`src/verilog/arpm_pkg.sv`:
```
// Shared constants for the range and power-mode configuration bank.
// Assumes an 8-bit register access port driven by the serial interface core.
package arpm_pkg;

	// Register offsets on the serial register map
	localparam logic [7:0] ARPM_RANGE_RUN_ADDR = 8'h15;
	localparam logic [7:0] ARPM_POWER_FMT_ADDR = 8'h16;

	// Fields of range_and_run_control
	localparam int ARPM_ACTIVE_BIT = 0;
	localparam int ARPM_RANGE_LSB = 1;
	localparam int ARPM_RANGE_MSB = 2;

	// Fields of power_mode_and_output_format
	localparam int ARPM_FASTREAD_BIT = 0;
	localparam int ARPM_TEMPINC_BIT = 1;
	localparam int ARPM_SPARE_BIT = 2;
	localparam int ARPM_BYTEORDER_BIT = 3;
	localparam int ARPM_SLEEPPM_LSB = 4;
	localparam int ARPM_SLEEPPM_MSB = 5;
	localparam int ARPM_WAKEPM_LSB = 6;
	localparam int ARPM_WAKEPM_MSB = 7;

	// Reset values, and the value that unmapped offsets read
	localparam logic [1:0] ARPM_RANGE_RESET = 2'h1;
	localparam logic ARPM_ACTIVE_RESET = 1'b0;
	localparam logic [7:0] ARPM_POWER_FMT_RESET = 8'h00;
	localparam logic [7:0] ARPM_UNMAPPED_READ = 8'h00;

	// Range codes
	localparam logic [1:0] ARPM_RANGE_2G = 2'h0;
	localparam logic [1:0] ARPM_RANGE_4G = 2'h1;
	localparam logic [1:0] ARPM_RANGE_8G = 2'h2;
	localparam logic [1:0] ARPM_RANGE_16G = 2'h3;

	// Sensitivity at the narrowest range, halved for each step up
	localparam logic [10:0] ARPM_COUNTS_2G = 11'h400;

	// Power-select codes
	localparam logic [1:0] ARPM_PM_LOW_POWER = 2'h0;
	localparam logic [1:0] ARPM_PM_HIGH_PERF = 2'h1;

	// Sampling modes
	typedef enum logic [1:0] {
		ARPM_LOW_POWER_MODE,
		ARPM_HIGH_PERFORMANCE_MODE,
		ARPM_FLEXIBLE_MODE
	} arpm_mode_t;

endpackage

```
`src/verilog/arpm_mode_decode.sv`:
```
// Decodes one power-select field and its rate nibble into a sampling mode.
// Assumes the select, nibble and idle time are steady register values.
`timescale 1ns/10ps
module arpm_mode_decode (
	// Clock and reset
	input wire logic clk,
	input wire logic rstn,
	// Configuration in
	input wire logic [1:0] powerSelect,
	input wire logic [3:0] rateNibble,
	input wire logic [11:0] idleTime,
	// Decoded settings out
	output arpm_pkg::arpm_mode_t mode,
	output logic [3:0] rateCode,
	output logic [3:0] decimationCode,
	output logic [11:0] flexIdleTime
);
	import arpm_pkg::*;

	// Next values of the registered outputs
	arpm_mode_t next_mode;
	logic [3:0] next_rateCode;
	logic [3:0] next_decimationCode;
	logic [11:0] next_flexIdleTime;

	// Upper select bit alone picks flexible mode, so 10b and 11b match
	always_comb begin
		next_rateCode = 4'h0;
		next_decimationCode = 4'h0;
		next_flexIdleTime = 12'h000;
		case (powerSelect)
			ARPM_PM_LOW_POWER: begin
				next_mode = ARPM_LOW_POWER_MODE;
				next_rateCode = rateNibble;
			end
			ARPM_PM_HIGH_PERF: begin
				next_mode = ARPM_HIGH_PERFORMANCE_MODE;
				next_rateCode = rateNibble;
			end
			default: begin
				next_mode = ARPM_FLEXIBLE_MODE;
				next_decimationCode = rateNibble;
				// Rate set jointly by decimation and idle time
				next_flexIdleTime = idleTime;
			end
		endcase
	end

	// Output registers; reset matches the low-power default
	always_ff @(posedge clk or negedge rstn) begin
		if (!rstn) begin
			mode <= ARPM_LOW_POWER_MODE;
			rateCode <= 4'h0;
			decimationCode <= 4'h0;
			flexIdleTime <= 12'h000;
		end else begin
			mode <= next_mode;
			rateCode <= next_rateCode;
			decimationCode <= next_decimationCode;
			flexIdleTime <= next_flexIdleTime;
		end
	end

endmodule

```
`src/verilog/arpm_config_regs.sv`:
```
// Range, run control and power-mode configuration registers.
// Assumes a register access port from the serial interface core, and the
// rate/decimation and idle-time registers held elsewhere and fed in.
// Bits 7..3 of range_and_run_control are not stored and read as zero.
//
// Operation
// - Range field selects 2, 4, 8, 16 g
// - Counts per g halve per larger range
// - Mode bit clear standby, set active
// - Standby after power-on and software reset
// - Pin mode: active read-only, pin decides
// - Wake select 00b: low-power, nibble is rate
// - Wake select 01b: high-performance, nibble rate
// - Wake select 1x: flexible, nibble is decimation
// - Flexible rate uses decimation plus idle time
// - Sleep select decodes likewise from low nibble
// - Byte order bit selects endianness, justification
// - Temperature burst include bit, default excluded
// - Fast read returns only most significant byte
`timescale 1ns/10ps
module arpm_config_regs (
	// Clock and reset
	input wire logic clk,
	input wire logic rstn,
	// Software reset pulse from the reset sequencer
	input wire logic softReset,
	// Register access port from the serial interface core
	input wire logic regWrite,
	input wire logic regRead,
	input wire logic [7:0] regAddr,
	input wire logic [7:0] regWriteData,
	output logic [7:0] regReadData,
	// Pin-controlled mode
	input wire logic pinModeControlEnable,
	input wire logic secondEventPin,
	// Rate/decimation register and idle times held elsewhere
	input wire logic [7:0] rateDecimationConfig,
	input wire logic [11:0] wakeIdleTime,
	input wire logic [11:0] sleepIdleTime,
	// Measurement control out
	output logic measureActive,
	output logic [1:0] rangeSelect,
	output logic [10:0] countsPerG,
	// Wake sampling settings
	output arpm_pkg::arpm_mode_t wakeMode,
	output logic [3:0] wakeRateCode,
	output logic [3:0] wakeDecimationCode,
	output logic [11:0] wakeFlexIdleTime,
	// Sleep sampling settings
	output arpm_pkg::arpm_mode_t sleepMode,
	output logic [3:0] sleepRateCode,
	output logic [3:0] sleepDecimationCode,
	output logic [11:0] sleepFlexIdleTime,
	// Output format settings
	output logic byteOrderSelect,
	output logic temperatureBurstInclude,
	output logic fastRead
);
	import arpm_pkg::*;

	// Stored fields of range_and_run_control
	logic [1:0] rangeField;
	logic activeBit;
	// Whole of power_mode_and_output_format
	logic [7:0] powerFormat;
	// Next values
	logic [1:0] next_rangeField;
	logic next_activeBit;
	logic [7:0] next_powerFormat;
	logic [7:0] next_regReadData;
	logic next_measureActive;
	logic [10:0] next_countsPerG;
	// Address hits
	logic hitRangeRun;
	logic hitPowerFmt;
	// Mode currently in force, after the pin override
	logic effectiveActive;

	// Sensitivity for a range code; shifts the 2 g figure right
	// A right shift keeps the table exact for all four codes
	function automatic logic [10:0] scaleFor(input logic [1:0] code);
		scaleFor = ARPM_COUNTS_2G >> code;
	endfunction

	// Address decode shared by reads and writes
	// Only two offsets are mapped; other writes are dropped
	assign hitRangeRun = (regAddr == ARPM_RANGE_RUN_ADDR);
	assign hitPowerFmt = (regAddr == ARPM_POWER_FMT_ADDR);

	// Pin level takes over the run decision while pin mode is on
	// The pin is used as is: it is taken to be synchronous to clk
	assign effectiveActive = pinModeControlEnable ? secondEventPin
		: activeBit;

	// Next values of the configuration fields
	always_comb begin
		// Hold every field unless a reset or a write moves it
		next_rangeField = rangeField;
		next_activeBit = activeBit;
		next_powerFormat = powerFormat;
		if (softReset) begin
			// Software reset restores defaults, hence standby
			next_rangeField = ARPM_RANGE_RESET;
			next_activeBit = ARPM_ACTIVE_RESET;
			next_powerFormat = ARPM_POWER_FMT_RESET;
		end else if (regWrite && hitRangeRun) begin
			// Range bits are written even while the run bit is locked
			next_rangeField =
				regWriteData[ARPM_RANGE_MSB:ARPM_RANGE_LSB];
			// Serial writes cannot move the bit under pin control; the
			// host is expected to order these writes itself
			if (!pinModeControlEnable) begin
				next_activeBit = regWriteData[ARPM_ACTIVE_BIT];
			end else begin
				// Stored bit kept, so it governs again once pin mode drops
				next_activeBit = activeBit;
			end
		end else if (regWrite && hitPowerFmt) begin
			// Every bit, the spare one included, is plain read/write
			next_powerFormat = regWriteData;
		end
	end

	// Configuration registers
	always_ff @(posedge clk or negedge rstn) begin
		if (!rstn) begin
			// Power-on reset loads the defaults, so standby
			rangeField <= ARPM_RANGE_RESET;
			activeBit <= ARPM_ACTIVE_RESET;
			powerFormat <= ARPM_POWER_FMT_RESET;
		end else begin
			// Plain register stage; every edge takes the next values
			rangeField <= next_rangeField;
			activeBit <= next_activeBit;
			powerFormat <= next_powerFormat;
		end
	end

	// Read mux; active bit reads the mode actually in force
	always_comb begin
		// Holding the old value keeps read data standing until next read
		next_regReadData = regReadData;
		if (regRead) begin
			// Fields are read before this edge's write lands, so a read
			// and a write in one cycle return the old contents
			if (hitRangeRun) begin
				// Unstored upper bits read as zero
				next_regReadData = 8'h00;
				next_regReadData[ARPM_RANGE_MSB:ARPM_RANGE_LSB] =
					rangeField;
				next_regReadData[ARPM_ACTIVE_BIT] = effectiveActive;
			end else if (hitPowerFmt) begin
				next_regReadData = powerFormat;
			end else begin
				// Unmapped offsets answer zero
				next_regReadData = ARPM_UNMAPPED_READ;
			end
		end
	end

	// Derived control outputs
	// Registered so they settle one cycle after the fields, glitch free
	always_comb begin
		next_measureActive = effectiveActive;
		next_countsPerG = scaleFor(rangeField);
	end

	// Read data and derived outputs held in flops
	always_ff @(posedge clk or negedge rstn) begin
		if (!rstn) begin
			// Reset values mirror the register defaults
			regReadData <= 8'h00;
			measureActive <= 1'b0;
			countsPerG <= ARPM_COUNTS_2G >> ARPM_RANGE_RESET;
		end else begin
			regReadData <= next_regReadData;
			measureActive <= next_measureActive;
			countsPerG <= next_countsPerG;
		end
	end

	// Range and format fields straight from their register bits
	// Format bits only steer the output path elsewhere; kept as plain
	// register bits so a read always shows what was written
	assign rangeSelect = rangeField;
	assign byteOrderSelect = powerFormat[ARPM_BYTEORDER_BIT];
	assign temperatureBurstInclude = powerFormat[ARPM_TEMPINC_BIT];
	assign fastRead = powerFormat[ARPM_FASTREAD_BIT];

	// Wake mode from the upper select field and upper rate nibble.
	// Motion-detect boot strap is not checked here: choosing the mode
	// stays the host's call.
	arpm_mode_decode wakeDecode (
		.clk(clk),
		.rstn(rstn),
		.powerSelect(powerFormat[ARPM_WAKEPM_MSB:ARPM_WAKEPM_LSB]),
		.rateNibble(rateDecimationConfig[7:4]),
		.idleTime(wakeIdleTime),
		.mode(wakeMode),
		.rateCode(wakeRateCode),
		.decimationCode(wakeDecimationCode),
		.flexIdleTime(wakeFlexIdleTime)
	);

	// Sleep mode from the lower select field and lower rate nibble
	// Sleep idle time is passed on only in flexible mode
	arpm_mode_decode sleepDecode (
		.clk(clk),
		.rstn(rstn),
		.powerSelect(powerFormat[ARPM_SLEEPPM_MSB:ARPM_SLEEPPM_LSB]),
		.rateNibble(rateDecimationConfig[3:0]),
		.idleTime(sleepIdleTime),
		.mode(sleepMode),
		.rateCode(sleepRateCode),
		.decimationCode(sleepDecimationCode),
		.flexIdleTime(sleepFlexIdleTime)
	);

endmodule

```
`config.mk`:
```
export PLATFORM = sky130hd
export DESIGN_NAME = arpm_config_regs
export DESIGN_NICKNAME = d
export VERILOG_FILES = /design/src/verilog/arpm_pkg.sv /design/src/verilog/arpm_mode_decode.sv /design/src/verilog/arpm_config_regs.sv
export SDC_FILE = /design/constraint.sdc
export NUM_CORES = 1
export LEC_CHECK = 0
export ABC_AREA = 1
export BUFFER_PORTS_ARGS = -buffer_cell sky130_fd_sc_hd__buf_4
export CORE_MARGIN = 2
export CORE_UTILIZATION = 41
export CTS_BUF_LIST = sky130_fd_sc_hd__clkbuf_16
export CTS_CLUSTER_DIAMETER = 100
export DETAILED_ROUTE_END_ITERATION = 8
export PLACE_DENSITY_LB_ADDON = 0.15
export SLEW_MARGIN = 20
export SYNTH_ARGS = -nofsm -noshare
export SYNTH_HDL_FRONTEND = slang
export SYNTH_SLANG_ARGS = --single-unit
```
`constraint.sdc`:
```
create_clock -name clk -period 0.9 [get_ports clk]
set_clock_uncertainty 0.15 [all_clocks]
set_input_delay 0.045 -clock clk [delete_from_list [all_inputs] [get_ports clk]]
set_output_delay 0.045 -clock clk [all_outputs]
set_load 0.05 [all_outputs]
```
# Yosys cells after proc, flatten, opt, wreduce, memory -nomap -nowiden
# Index checks and enable logic that the tools add are counted.
[word_totals]
ff_bits = 75
in_bits = 55
output_inout_bits = 69
wordCells = 50
[op_classes]
eq_ne = 6
n_shift = 1
n_mux = 19
reduce_logical = 10
[ops]
columns = ["operator", "n"]
rows = [
  ["$mux W8", 5],
  ["$mux W12", 2],
  ["$eq A8 B5 Y1 const B", 2],
  ["$mux W4", 4],
  ["$shr A11 B2 Y11 const A", 1],
  ["$pmux W2 S2", 2],
  ["$eq A2 B1 Y1 const B", 2],
  ["$logic_not A2 Y1", 2],
  ["$mux W1", 4],
  ["$mux W2", 2],
  ["$ne A2 B2 Y1 const B", 2],
  ["$reduce_and A2 Y1", 2],
  ["$reduce_bool A2 Y1", 2],
  ["$reduce_or A2 Y1", 2],
  ["$logic_and A1 B1 Y1", 2],
]

# Longest topological paths before layout
# Gate-level depths: netlist of run 1.
[depth]
ltp_word = 5
ltp_mapped = 8

# Cells and area by module
# Synthesis of run 1 repeated with hierarchy kept, for this count alone.
[unflattened]
cells_unflattened = 281
hier_area_um2 = 2653.8
[by_module_without_submodules]
columns = ["module", "n_inst", "cells_each", "area_each_um2", "seq_area_each_um2"]
rows = [
  ["arpm_mode_decode", 2, 67, 734.5, 550.5],
  ["arpm_config_regs", 1, 147, 1184.9, 603.1],
]

# Least setup slack after synthesis of run 1
# Ideal clock, no wire load.
[synth_timing]
path_kind = "reg-to-reg"
startpoint = "register rangeField[0] (netlist: rangeSelect[0])"
endpoint = "register regReadData[1]"
arrival_time_ns = 1.021
required_ns = 0.684
path_slack_ns = -0.337
path_stages_with_launch = 5
n_path_buf = 0
cell_sequence = "dfstp_2 -> inv_1 -> o21ai_1 -> nand2_1 -> nand2_1"
[synth_between]
elab_chain_len = 1
[synth_lines]
columns = ["item", "line", "source"]
rows = [
  ["start, declared", "arpm_config_regs.sv:62", "logic [1:0] rangeField;"],
  ["start signal, assigned", "arpm_config_regs.sv:133", "rangeField <= next_rangeField;"],
  ["$mux W8", "arpm_config_regs.sv:146", "if (hitRangeRun) begin"],
  ["end signal, assigned", "arpm_config_regs.sv:176", "regReadData <= next_regReadData;"],
  ["end, declared", "arpm_config_regs.sv:32", "output logic [7:0] regReadData,"],
]
# No other way between the ends.
# A chain may end at the register's enable or synchronous reset.

# Worst setup path after layout of run 1
[layout_timing]
startpoint = "register rangeField[0] (netlist: rangeSelect[0])"
endpoint = "output rangeSelect[0]"
[layout_rtl]
columns = ["item", "line", "source"]
rows = [
  ["end, declared", "arpm_config_regs.sv:42", "output logic [1:0] rangeSelect,"],
]
# No word-level cell between the ends.

==> flow_metrics.tcl, run 1 <==
set metrics [dict create \
    r2r-end "regReadData[1]" \
    ys_seq_area_share_pct 65.0 \
    syn_avg_cell_area_um2 9.43 \
    numCtsBuffers 9 \
    grt_usage_pct 26.2 \
    reg2reg_setup_slack_ps -300 \
    layout_commonest_cell "buf_6" \
    layout_common_cells "buf_6 (69), buf_4 (66), dfrtp_1 (55), nand2_1 (47), dlygate4sd3_1 (40)" \
    total_power_w 0.00725 \
    io_buffers 116 \
    drv_slew 0 \
    drt-wirelength-per-cell_um 18.8 \
    grt_pass1_vias 2711 \
    ys_warn_count 0 \
    yosysUniqueCellTypes 19 \
    critical_path.top_delay_family "flip-flops" \
    violations "hold timing, setup timing" \
    start_kind "flip-flop" \
    cp_cell_sequence "buf_8" \
    syn_inst 278 \
    coreArea_um2 6280 \
    r2r-start "rangeSelect[0]" \
    p_leak_nw 3.04 \
    min_period_ps 1290 \
    grt_max_degree 29 \
    worst_hold_slack_ps -131 \
    area_growth_syn_to_layout_pct 104 \
    drive_gt1_share_pct 60.1 \
    rsz0062_at_grt "true" \
    hold_path_class "input port to flip-flop" \
    placed_area_um2 3730 \
    routed_wl_mm 10.4 \
    place_hpwl_mm 4.48 \
    antenna_cells 0 \
    ff2ff_path_depth 5 \
    hold_violations 15 \
    required_ps 700 \
    initialDrtViolationCount 154 \
    detail_route.vias_per_cell 4.85 \
    power_per_cell_area_nw_per_um2 1360 \
    start_util_pct 41.8 \
    cp_max_fo 2 \
    clk_latency_ps 320 \
    end_kind "output port" \
    antenna_left 0 \
    startpoint "rangeSelect[0]" \
    fill_cells 265 \
    drt_pass1_iterations 4 \
    gp_congestion 0.846 \
    worstSetupEndpoint "rangeSelect[0]" \
    cts_tree "done" \
    die_w_um 84.0 \
    synth_seq_cells 68 \
    remaining_drc_errors 0 \
    max_stage_delay_ps 630 \
    cts_buffer_depth 2 \
    holdPathStages 3 \
    nets 526 \
    die_area_um2 7050 \
    design.portCount 124 \
    vias 2681 \
    path_depth 1 \
    clkSinkCount 68 \
    fin_crit_sh_pct 143 \
    h-tree-depth 3 \
    grt_pass1_wl_mm 14.0 \
    clkTransAtPathRegs_ps 50 \
    maxCapViolCount 0 \
    setup_ws_ps -391 \
    cp_slowest_cell "dfstp_4" \
    antenna_found_initial 0 \
    outcome "finished, violations left" \
    die_y_um 84.0 \
    cts_root_buf "clkbuf_16" \
    irDropWorstVdd_v 0.00145 \
    final_area_um2 5340 \
    syn_area_um2 2620 \
    cts_hold_buf 41 \
    setup_viol 122 \
    gr-total-overflow 0 \
    row_count 29 \
    clock.fmax_mhz 775 \
    crit_buf_inv 1 \
    critPathKind "flip-flop to output port" \
    crit_arrival_ps 1100 \
]
## routing by layer
metal	up-vias	GRT usage [%]	wire length, um
met1	1330	30.3	3840
met3	26	4.65	570
met2	147	45.3	5650
li1	1178	-	-
met5	-	0	0
met4	0	15.7	359
## cell families after synthesis
family / synth area share, %
AND/OR/NAND/NOR: 22.0
flip-flops: 65.0
AO/OA/AOI/OAI: 1.53
buffers and inverters: 11.4
other: 0.143
## final cells by class
cell class / instances / area (um^2) / share of cell area, %
Sequential cell: 68 / 1720 / 32.2
Tap cell: 77 / 96.3 / 1.80
Multi-Input combinational cell: 144 / 1040 / 19.4
Clock inverter: 7 / 30.0 / 0.562
Clock buffer: 9 / 225 / 4.22
Inverter: 57 / 236 / 4.43
Timing Repair Buffer: 191 / 1990 / 37.3
## per-stage QoR
stage               TNS (ps)  cells  setup WS (ps)  utilization, %
global route          -21130    553           -417            85.1
global placement       -4080    475           -199            59.5
finish                -19030    553           -391            85.1
detailed placement     -4870    475           -240            59.5
CTS                   -17140    546           -385            80.0
floorplan              -1920    284           -273               -
## state kept, by name (all words and copies together), names as in the netlist, 8 cells and up
signal,count
powerFormat,8
regReadData,8
sleepDecode.flexIdleTime,12
wakeDecode.flexIdleTime,12
## cells in the mapped netlist
| cell type | count | share of area, % |
|---|---|---|
| nand2_2 | 4 | 0.95 |
| nor2_8 | 2 | 1.5 |
| inv_2 | 3 | 0.43 |
| buf_4 | 7 | 2.0 |
| nand3_4 | 1 | 0.67 |
| nor2_2 | 1 | 0.24 |
| nor2_4 | 1 | 0.43 |
| or2_2 | 1 | 0.24 |
| inv_1 | 54 | 7.7 |
| dfrtp_1 | 66 | 63 |
| nand2_1 | 85 | 12 |
| o21ai_1 | 8 | 1.5 |
| buf_2 | 1 | 0.19 |
| nand4_1 | 3 | 0.72 |
| nor2_1 | 18 | 2.6 |
| clkbuf_1 | 7 | 1.0 |
| dfstp_2 | 2 | 2.0 |
| conb_1 | 1 | 0.14 |
| nand3_1 | 13 | 2.5 |
## where the power goes
| group | internal (W) | switching [W] | total, W |
|---|---|---|---|
| logic | 0.000450 | 0.000547 | 0.000998 |
| registers | 0.00310 | 0.0000255 | 0.00313 |
| clock network | 0.00181 | 0.00132 | 0.00312 |
| total | 0.00536 | 0.00189 | 0.00725 |
## worst min path at each step
stage	startpoint	to	slack (ps)
after CTS	regWriteData[0]	powerFormat[0]	-130
after detailed placement	rstn	wakeDecode.decimationCode[3]	-180
final	regWriteData[0]	powerFormat[0]	-130
after global placement	rstn	wakeDecode.decimationCode[3]	-180
after global routing	softReset	powerFormat[2]	-120
after floorplan	rstn	activeBit	-400
## what timing repair did
action                                  in CTS  in global routing
pin swaps                                    9                 20
cloned                                       5                  1
endpoints found under the setup margin     109                124
resized for setup                          128                 91
endpoints found under the hold margin      128                 12
setup buffers                                9                  8
(Power assumes the default switching activity.)
==> run 2: changes to the inputs <==
==> constraint.sdc (replaced) <==
create_clock -name clk -period 1.16 [get_ports clk]
set_clock_uncertainty 0.15 [all_clocks]
set_input_delay 0.058 -clock clk [delete_from_list [all_inputs] [get_ports clk]]
set_output_delay 0.058 -clock clk [all_outputs]
set_load 0.05 [all_outputs]
==> flow_metrics.tcl, run 2 (synthesized netlist as in run 1, its figures left out) <==
set metrics [dict create \
    grt_pass1_vias 2219 \
    die_area_um2 7050 \
    power_per_cell_area_nw_per_um2 1240 \
    gp_congestion 0.756 \
    required_ps 950 \
    critPathKind "flip-flop to output port" \
    place_hpwl_mm 4.18 \
    h-tree-depth 3 \
    cp_slowest_cell "dfstp_4" \
    gr-total-overflow 0 \
    reg2reg_setup_slack_ps -60 \
    fin_crit_sh_pct 111 \
    critical_path.top_delay_family "flip-flops" \
    drv_slew 0 \
    p_leak_nw 2.64 \
    grt_pass1_wl_mm 10.6 \
    io_buffers 116 \
    min_period_ps 1290 \
    layout_common_cells "buf_4 (118), nand2_1 (85), dfrtp_1 (65), inv_1 (54), dlygate4sd3_1 (46)" \
    placed_area_um2 3610 \
    hold_violations 0 \
    reg_top3 "sleepDecode.flexIdleTime (12), wakeDecode.flexIdleTime (12)" \
    nets 506 \
    final_area_um2 4400 \
    setup_ws_ps -132 \
    top_layer_used "met4" \
    clock.fmax_mhz 774 \
    routed-wl-met3_um 337 \
    rsz0062_at_grt "true" \
    numCtsBuffers 9 \
    violations "setup timing" \
    outcome "finished, violations left" \
    fill_cells 468 \
    max_stage_delay_ps 620 \
    hold_path_class "input port to asynchronous set/reset pin" \
    initialDrtViolationCount 89 \
    total_power_w 0.00547 \
    clkSinkCount 68 \
    ff2ff_path_depth 5 \
    cts_root_buf "clkbuf_16" \
    antenna_cells 0 \
    detail_route.vias_per_cell 4.31 \
    worst_hold_slack_ps 26.2 \
    antenna_found_initial 0 \
    row_count 29 \
    area_growth_syn_to_layout_pct 67.6 \
    irDropWorstVdd_v 0.00107 \
    grt_usage_pct 19.3 \
    drt-wirelength-per-cell_um 12.0 \
    setup_viol 3 \
    die_y_um 84.0 \
    vias 2298 \
    start_util_pct 41.8 \
    coreArea_um2 6280 \
    crit_arrival_ps 1080 \
    cp_max_fo 2 \
    design.portCount 124 \
    cts_tree "done" \
    cts_buffer_depth 2 \
    grt_max_degree 25 \
    layout_commonest_cell "buf_4" \
    routed_wl_mm 6.39 \
    antenna_left 0 \
    crit_buf_inv 1 \
    clkTransAtPathRegs_ps 60 \
    end_kind "output port" \
    maxCapViolCount 0 \
    clk_latency_ps 320 \
    cp_cell_sequence "buf_8" \
    wirelength_met1_mm 2.68 \
    wl_met2_mm 3.27 \
    start_kind "flip-flop" \
    path_depth 1 \
    die_w_um 84.0 \
    remaining_drc_errors 0 \
    tns_ps -238 \
    drive_gt1_share_pct 34.2 \
    drt_pass1_iterations 4 \
]
-- run 2: changes by cell type in the layout (fill, tap and decap cells not counted), moves of 9 or more --
cell,before,now
buf_4,66,118
nor2_4,10,1
inv_2,34,2
nor2_1,5,17
buf_6,69,1
nand2_1,47,85
inv_1,21,54
dfrtp_1,55,65
dfrtp_2,11,1
nand2_4,30,0
-- run 2: metrics by stage --
stage / setup WS (ps) / cells / utilization [%]
after floorplan: -49.0 / 284 / -
after global placement: 45.0 / 467 / 57.5
after detailed placement: 1.15 / 467 / 57.5
after CTS: -138 / 531 / 69.7
after global routing: -146 / 533 / 70.0
final: -132 / 533 / 70.0
-- run 2: where the power goes --
part           internal, W  switching, W  total, W
combinational     0.000301      0.000340  0.000641
clock              0.00143      0.000978   0.00241
sequential         0.00241     0.0000117   0.00242
total              0.00414       0.00133   0.00547
-- run 2: what timing repair did --
item	in CTS	in global routing
endpoints found under the hold margin	128	0
resized for setup	5	4
pin swaps	0	3
hold buffers	47	0
gates cloned	0	0
setup buffers	1	2
endpoints found under the setup margin	3	7
-- run 2: final timing paths --
check,startpoint,to
max reg2reg,rangeSelect[0],regReadData[1]
min reg2reg,regReadData[2],regReadData[2]
max,rangeSelect[0],rangeSelect[0]
min,rstn,wakeDecode.flexIdleTime[3]
max in group asynchronous,rstn,rangeSelect[0]
min in group clk,regAddr[0],activeBit
-- run 2: layout make-up --
type                    instances  area (um^2)  share of cell area, %
clock buffers                   9          225                   5.12
well taps                      77         96.3                   2.19
flip-flops and latches         68         1710                   38.9
clock inverters                 7         42.5                  0.968
multi-input cells             144          646                   14.7
inverters                      57          216                   4.92
repair buffers                171         1460                   33.2
-- run 2: per-layer routing --
layer  GRT usage, %  vias to the layer above
met1           24.0                     1063
li1               -                     1144
met2           33.2                       81
met3           3.76                       10
met5              0                        -
met4           7.48                        0
==> run 3: changes to the inputs <==
--- a/config.mk
+++ b/config.mk
@@ -12,6 +12,8 @@
 export CTS_BUF_LIST = sky130_fd_sc_hd__clkbuf_16
 export CTS_CLUSTER_DIAMETER = 100
 export DETAILED_ROUTE_END_ITERATION = 8
+export HOLD_SLACK_MARGIN = 0.12
+export MAX_ROUTING_LAYER = met4
 export PLACE_DENSITY_LB_ADDON = 0.15
 export SLEW_MARGIN = 20
 export SYNTH_ARGS = -nofsm -noshare
==> flow_metrics.tcl, run 3 (synthesized netlist as in run 1, its figures left out) <==
set metrics [dict create \
    outcome "finished, violations left" \
    violations "setup timing" \
    row_count 29 \
    cts_tree "done" \
    rsz0062_at_grt "true" \
    start_util_pct 41.8 \
    place_hpwl_mm 4.18 \
    fin_crit_sh_pct 111 \
    ff2ff_path_depth 5 \
    die_y_um 84.0 \
    drv_slew 0 \
    setup_ws_ps -132 \
    maxCapViolCount 0 \
    p_leak_nw 2.61 \
    top_layer_used "met4" \
    numPlacedInstances 467 \
    antenna_found_initial 0 \
    detail_route.vias_per_cell 4.30 \
    routed_wl_mm 6.32 \
    hold_path_class "input port to flip-flop" \
    drt-wirelength-per-cell_um 11.9 \
    gr-total-overflow 0 \
    grt_pass1_wl_mm 10.6 \
    reg2reg_setup_slack_ps -60 \
    end_kind "output port" \
    r2r-end "regReadData[1]" \
    post-route-util_pct 69.7 \
    max_stage_delay_ps 620 \
    die_area_um2 7050 \
    critPathKind "flip-flop to output port" \
    crit_buf_inv 1 \
    startpoint "rangeSelect[0]" \
    initialDrtViolationCount 98 \
    cp_slowest_cell "dfstp_4" \
    wl_met2_mm 3.27 \
    clkTransAtPathRegs_ps 50 \
    fin_cells 531 \
    placed_area_um2 3610 \
    numCtsBuffers 9 \
    critical_path.top_delay_family "flip-flops" \
    clock.fmax_mhz 774 \
    clkSinkCount 68 \
    setup_viol 3 \
    io_buffers 116 \
    remaining_drc_errors 0 \
    antenna_left 0 \
    crit_arrival_ps 1080 \
    gp_congestion 0.766 \
    total_power_w 0.00547 \
    nets 504 \
    cts_buffer_depth 2 \
    r2r-start "rangeSelect[0]" \
    cp_cell_sequence "buf_8" \
    dp_slack_ps 1.15 \
    coreArea_um2 6280 \
    cp_max_fo 2 \
    hold_violations 0 \
    path_depth 1 \
    power_per_cell_area_nw_per_um2 1250 \
    cts_root_buf "clkbuf_16" \
    antenna_cells 0 \
    die_w_um 84.0 \
    irDropWorstVdd_v 0.00107 \
    h-tree-depth 3 \
    drive_gt1_share_pct 34.4 \
    clk_latency_ps 320 \
    vias 2282 \
    layout_common_cells "buf_4 (117), nand2_1 (84), dfrtp_1 (65), inv_1 (53), dlygate4sd3_1 (46)" \
    final_area_um2 4380 \
    required_ps 950 \
    cts_hold_buf 47 \
    routed-wl-met3_um 328 \
    layout_commonest_cell "buf_4" \
    min_period_ps 1290 \
    grt_max_degree 25 \
    reg_top3 "sleepDecode.flexIdleTime (12), wakeDecode.flexIdleTime (12)" \
    grt_pass1_vias 2229 \
    grt_usage_pct 19.8 \
    wirelength_met1_mm 2.63 \
    design.portCount 124 \
    worstSetupEndpoint "rangeSelect[0]" \
    start_kind "flip-flop" \
    area_growth_syn_to_layout_pct 66.8 \
    drt_pass1_iterations 4 \
]
-- run 3: per-layer routing --
metal	up-vias	GRT usage [%]
li1	1137	-
met1	1053	24.0
met2	84	32.9
met3	8	3.86
met4	0	7.48
met5	-	-
-- run 3: what timing repair did --
action / in CTS / in global routing
setup endpoints to repair: 3 / 7
endpoints found under the hold margin: 128 / 23
cloned: 0 / 0
gates resized for setup: 5 / 4
pin swaps: 0 / 1
setup buffers: 1 / 1
-- run 3: area by class of cell --
type	count	area, um^2
sequential	68	1710
tap	77	96.3
clock inverter	7	42.5
timing repair buffer	169	1440
inverter	57	216
fill	476	1900
multi-input combinational	144	646
clock buffer	9	225
-- run 3: worst min path at each step --
stage,from,end,slack [ps],cells after the start
after global routing,regAddr[3],rangeSelect[1],40,6
after detailed placement,rstn,wakeDecode.flexIdleTime[3],-170,1
final,regAddr[6],rangeSelect[1],2,6
after CTS,regAddr[3],rangeSelect[1],-20,6
after global placement,rstn,sleepDecode.flexIdleTime[5],-180,1
after floorplan,rstn,activeBit,-390,0
-- run 3: stage by stage --
stage	TNS, ps	hold WS (ps)
2_1_floorplan	-49.0	-388
3_3_place_gp	0	-175
3_5_place_dp	0	-169
4_1_cts	-269	-19.9
5_1_grt	-319	38.7
6_report	-238	2.46
-- run 3: power by group --
part / switching, W / internal, W
clock network: 0.000977 / 0.00143
registers: 0.0000117 / 0.00241
logic: 0.000339 / 0.000301
total: 0.00133 / 0.00414
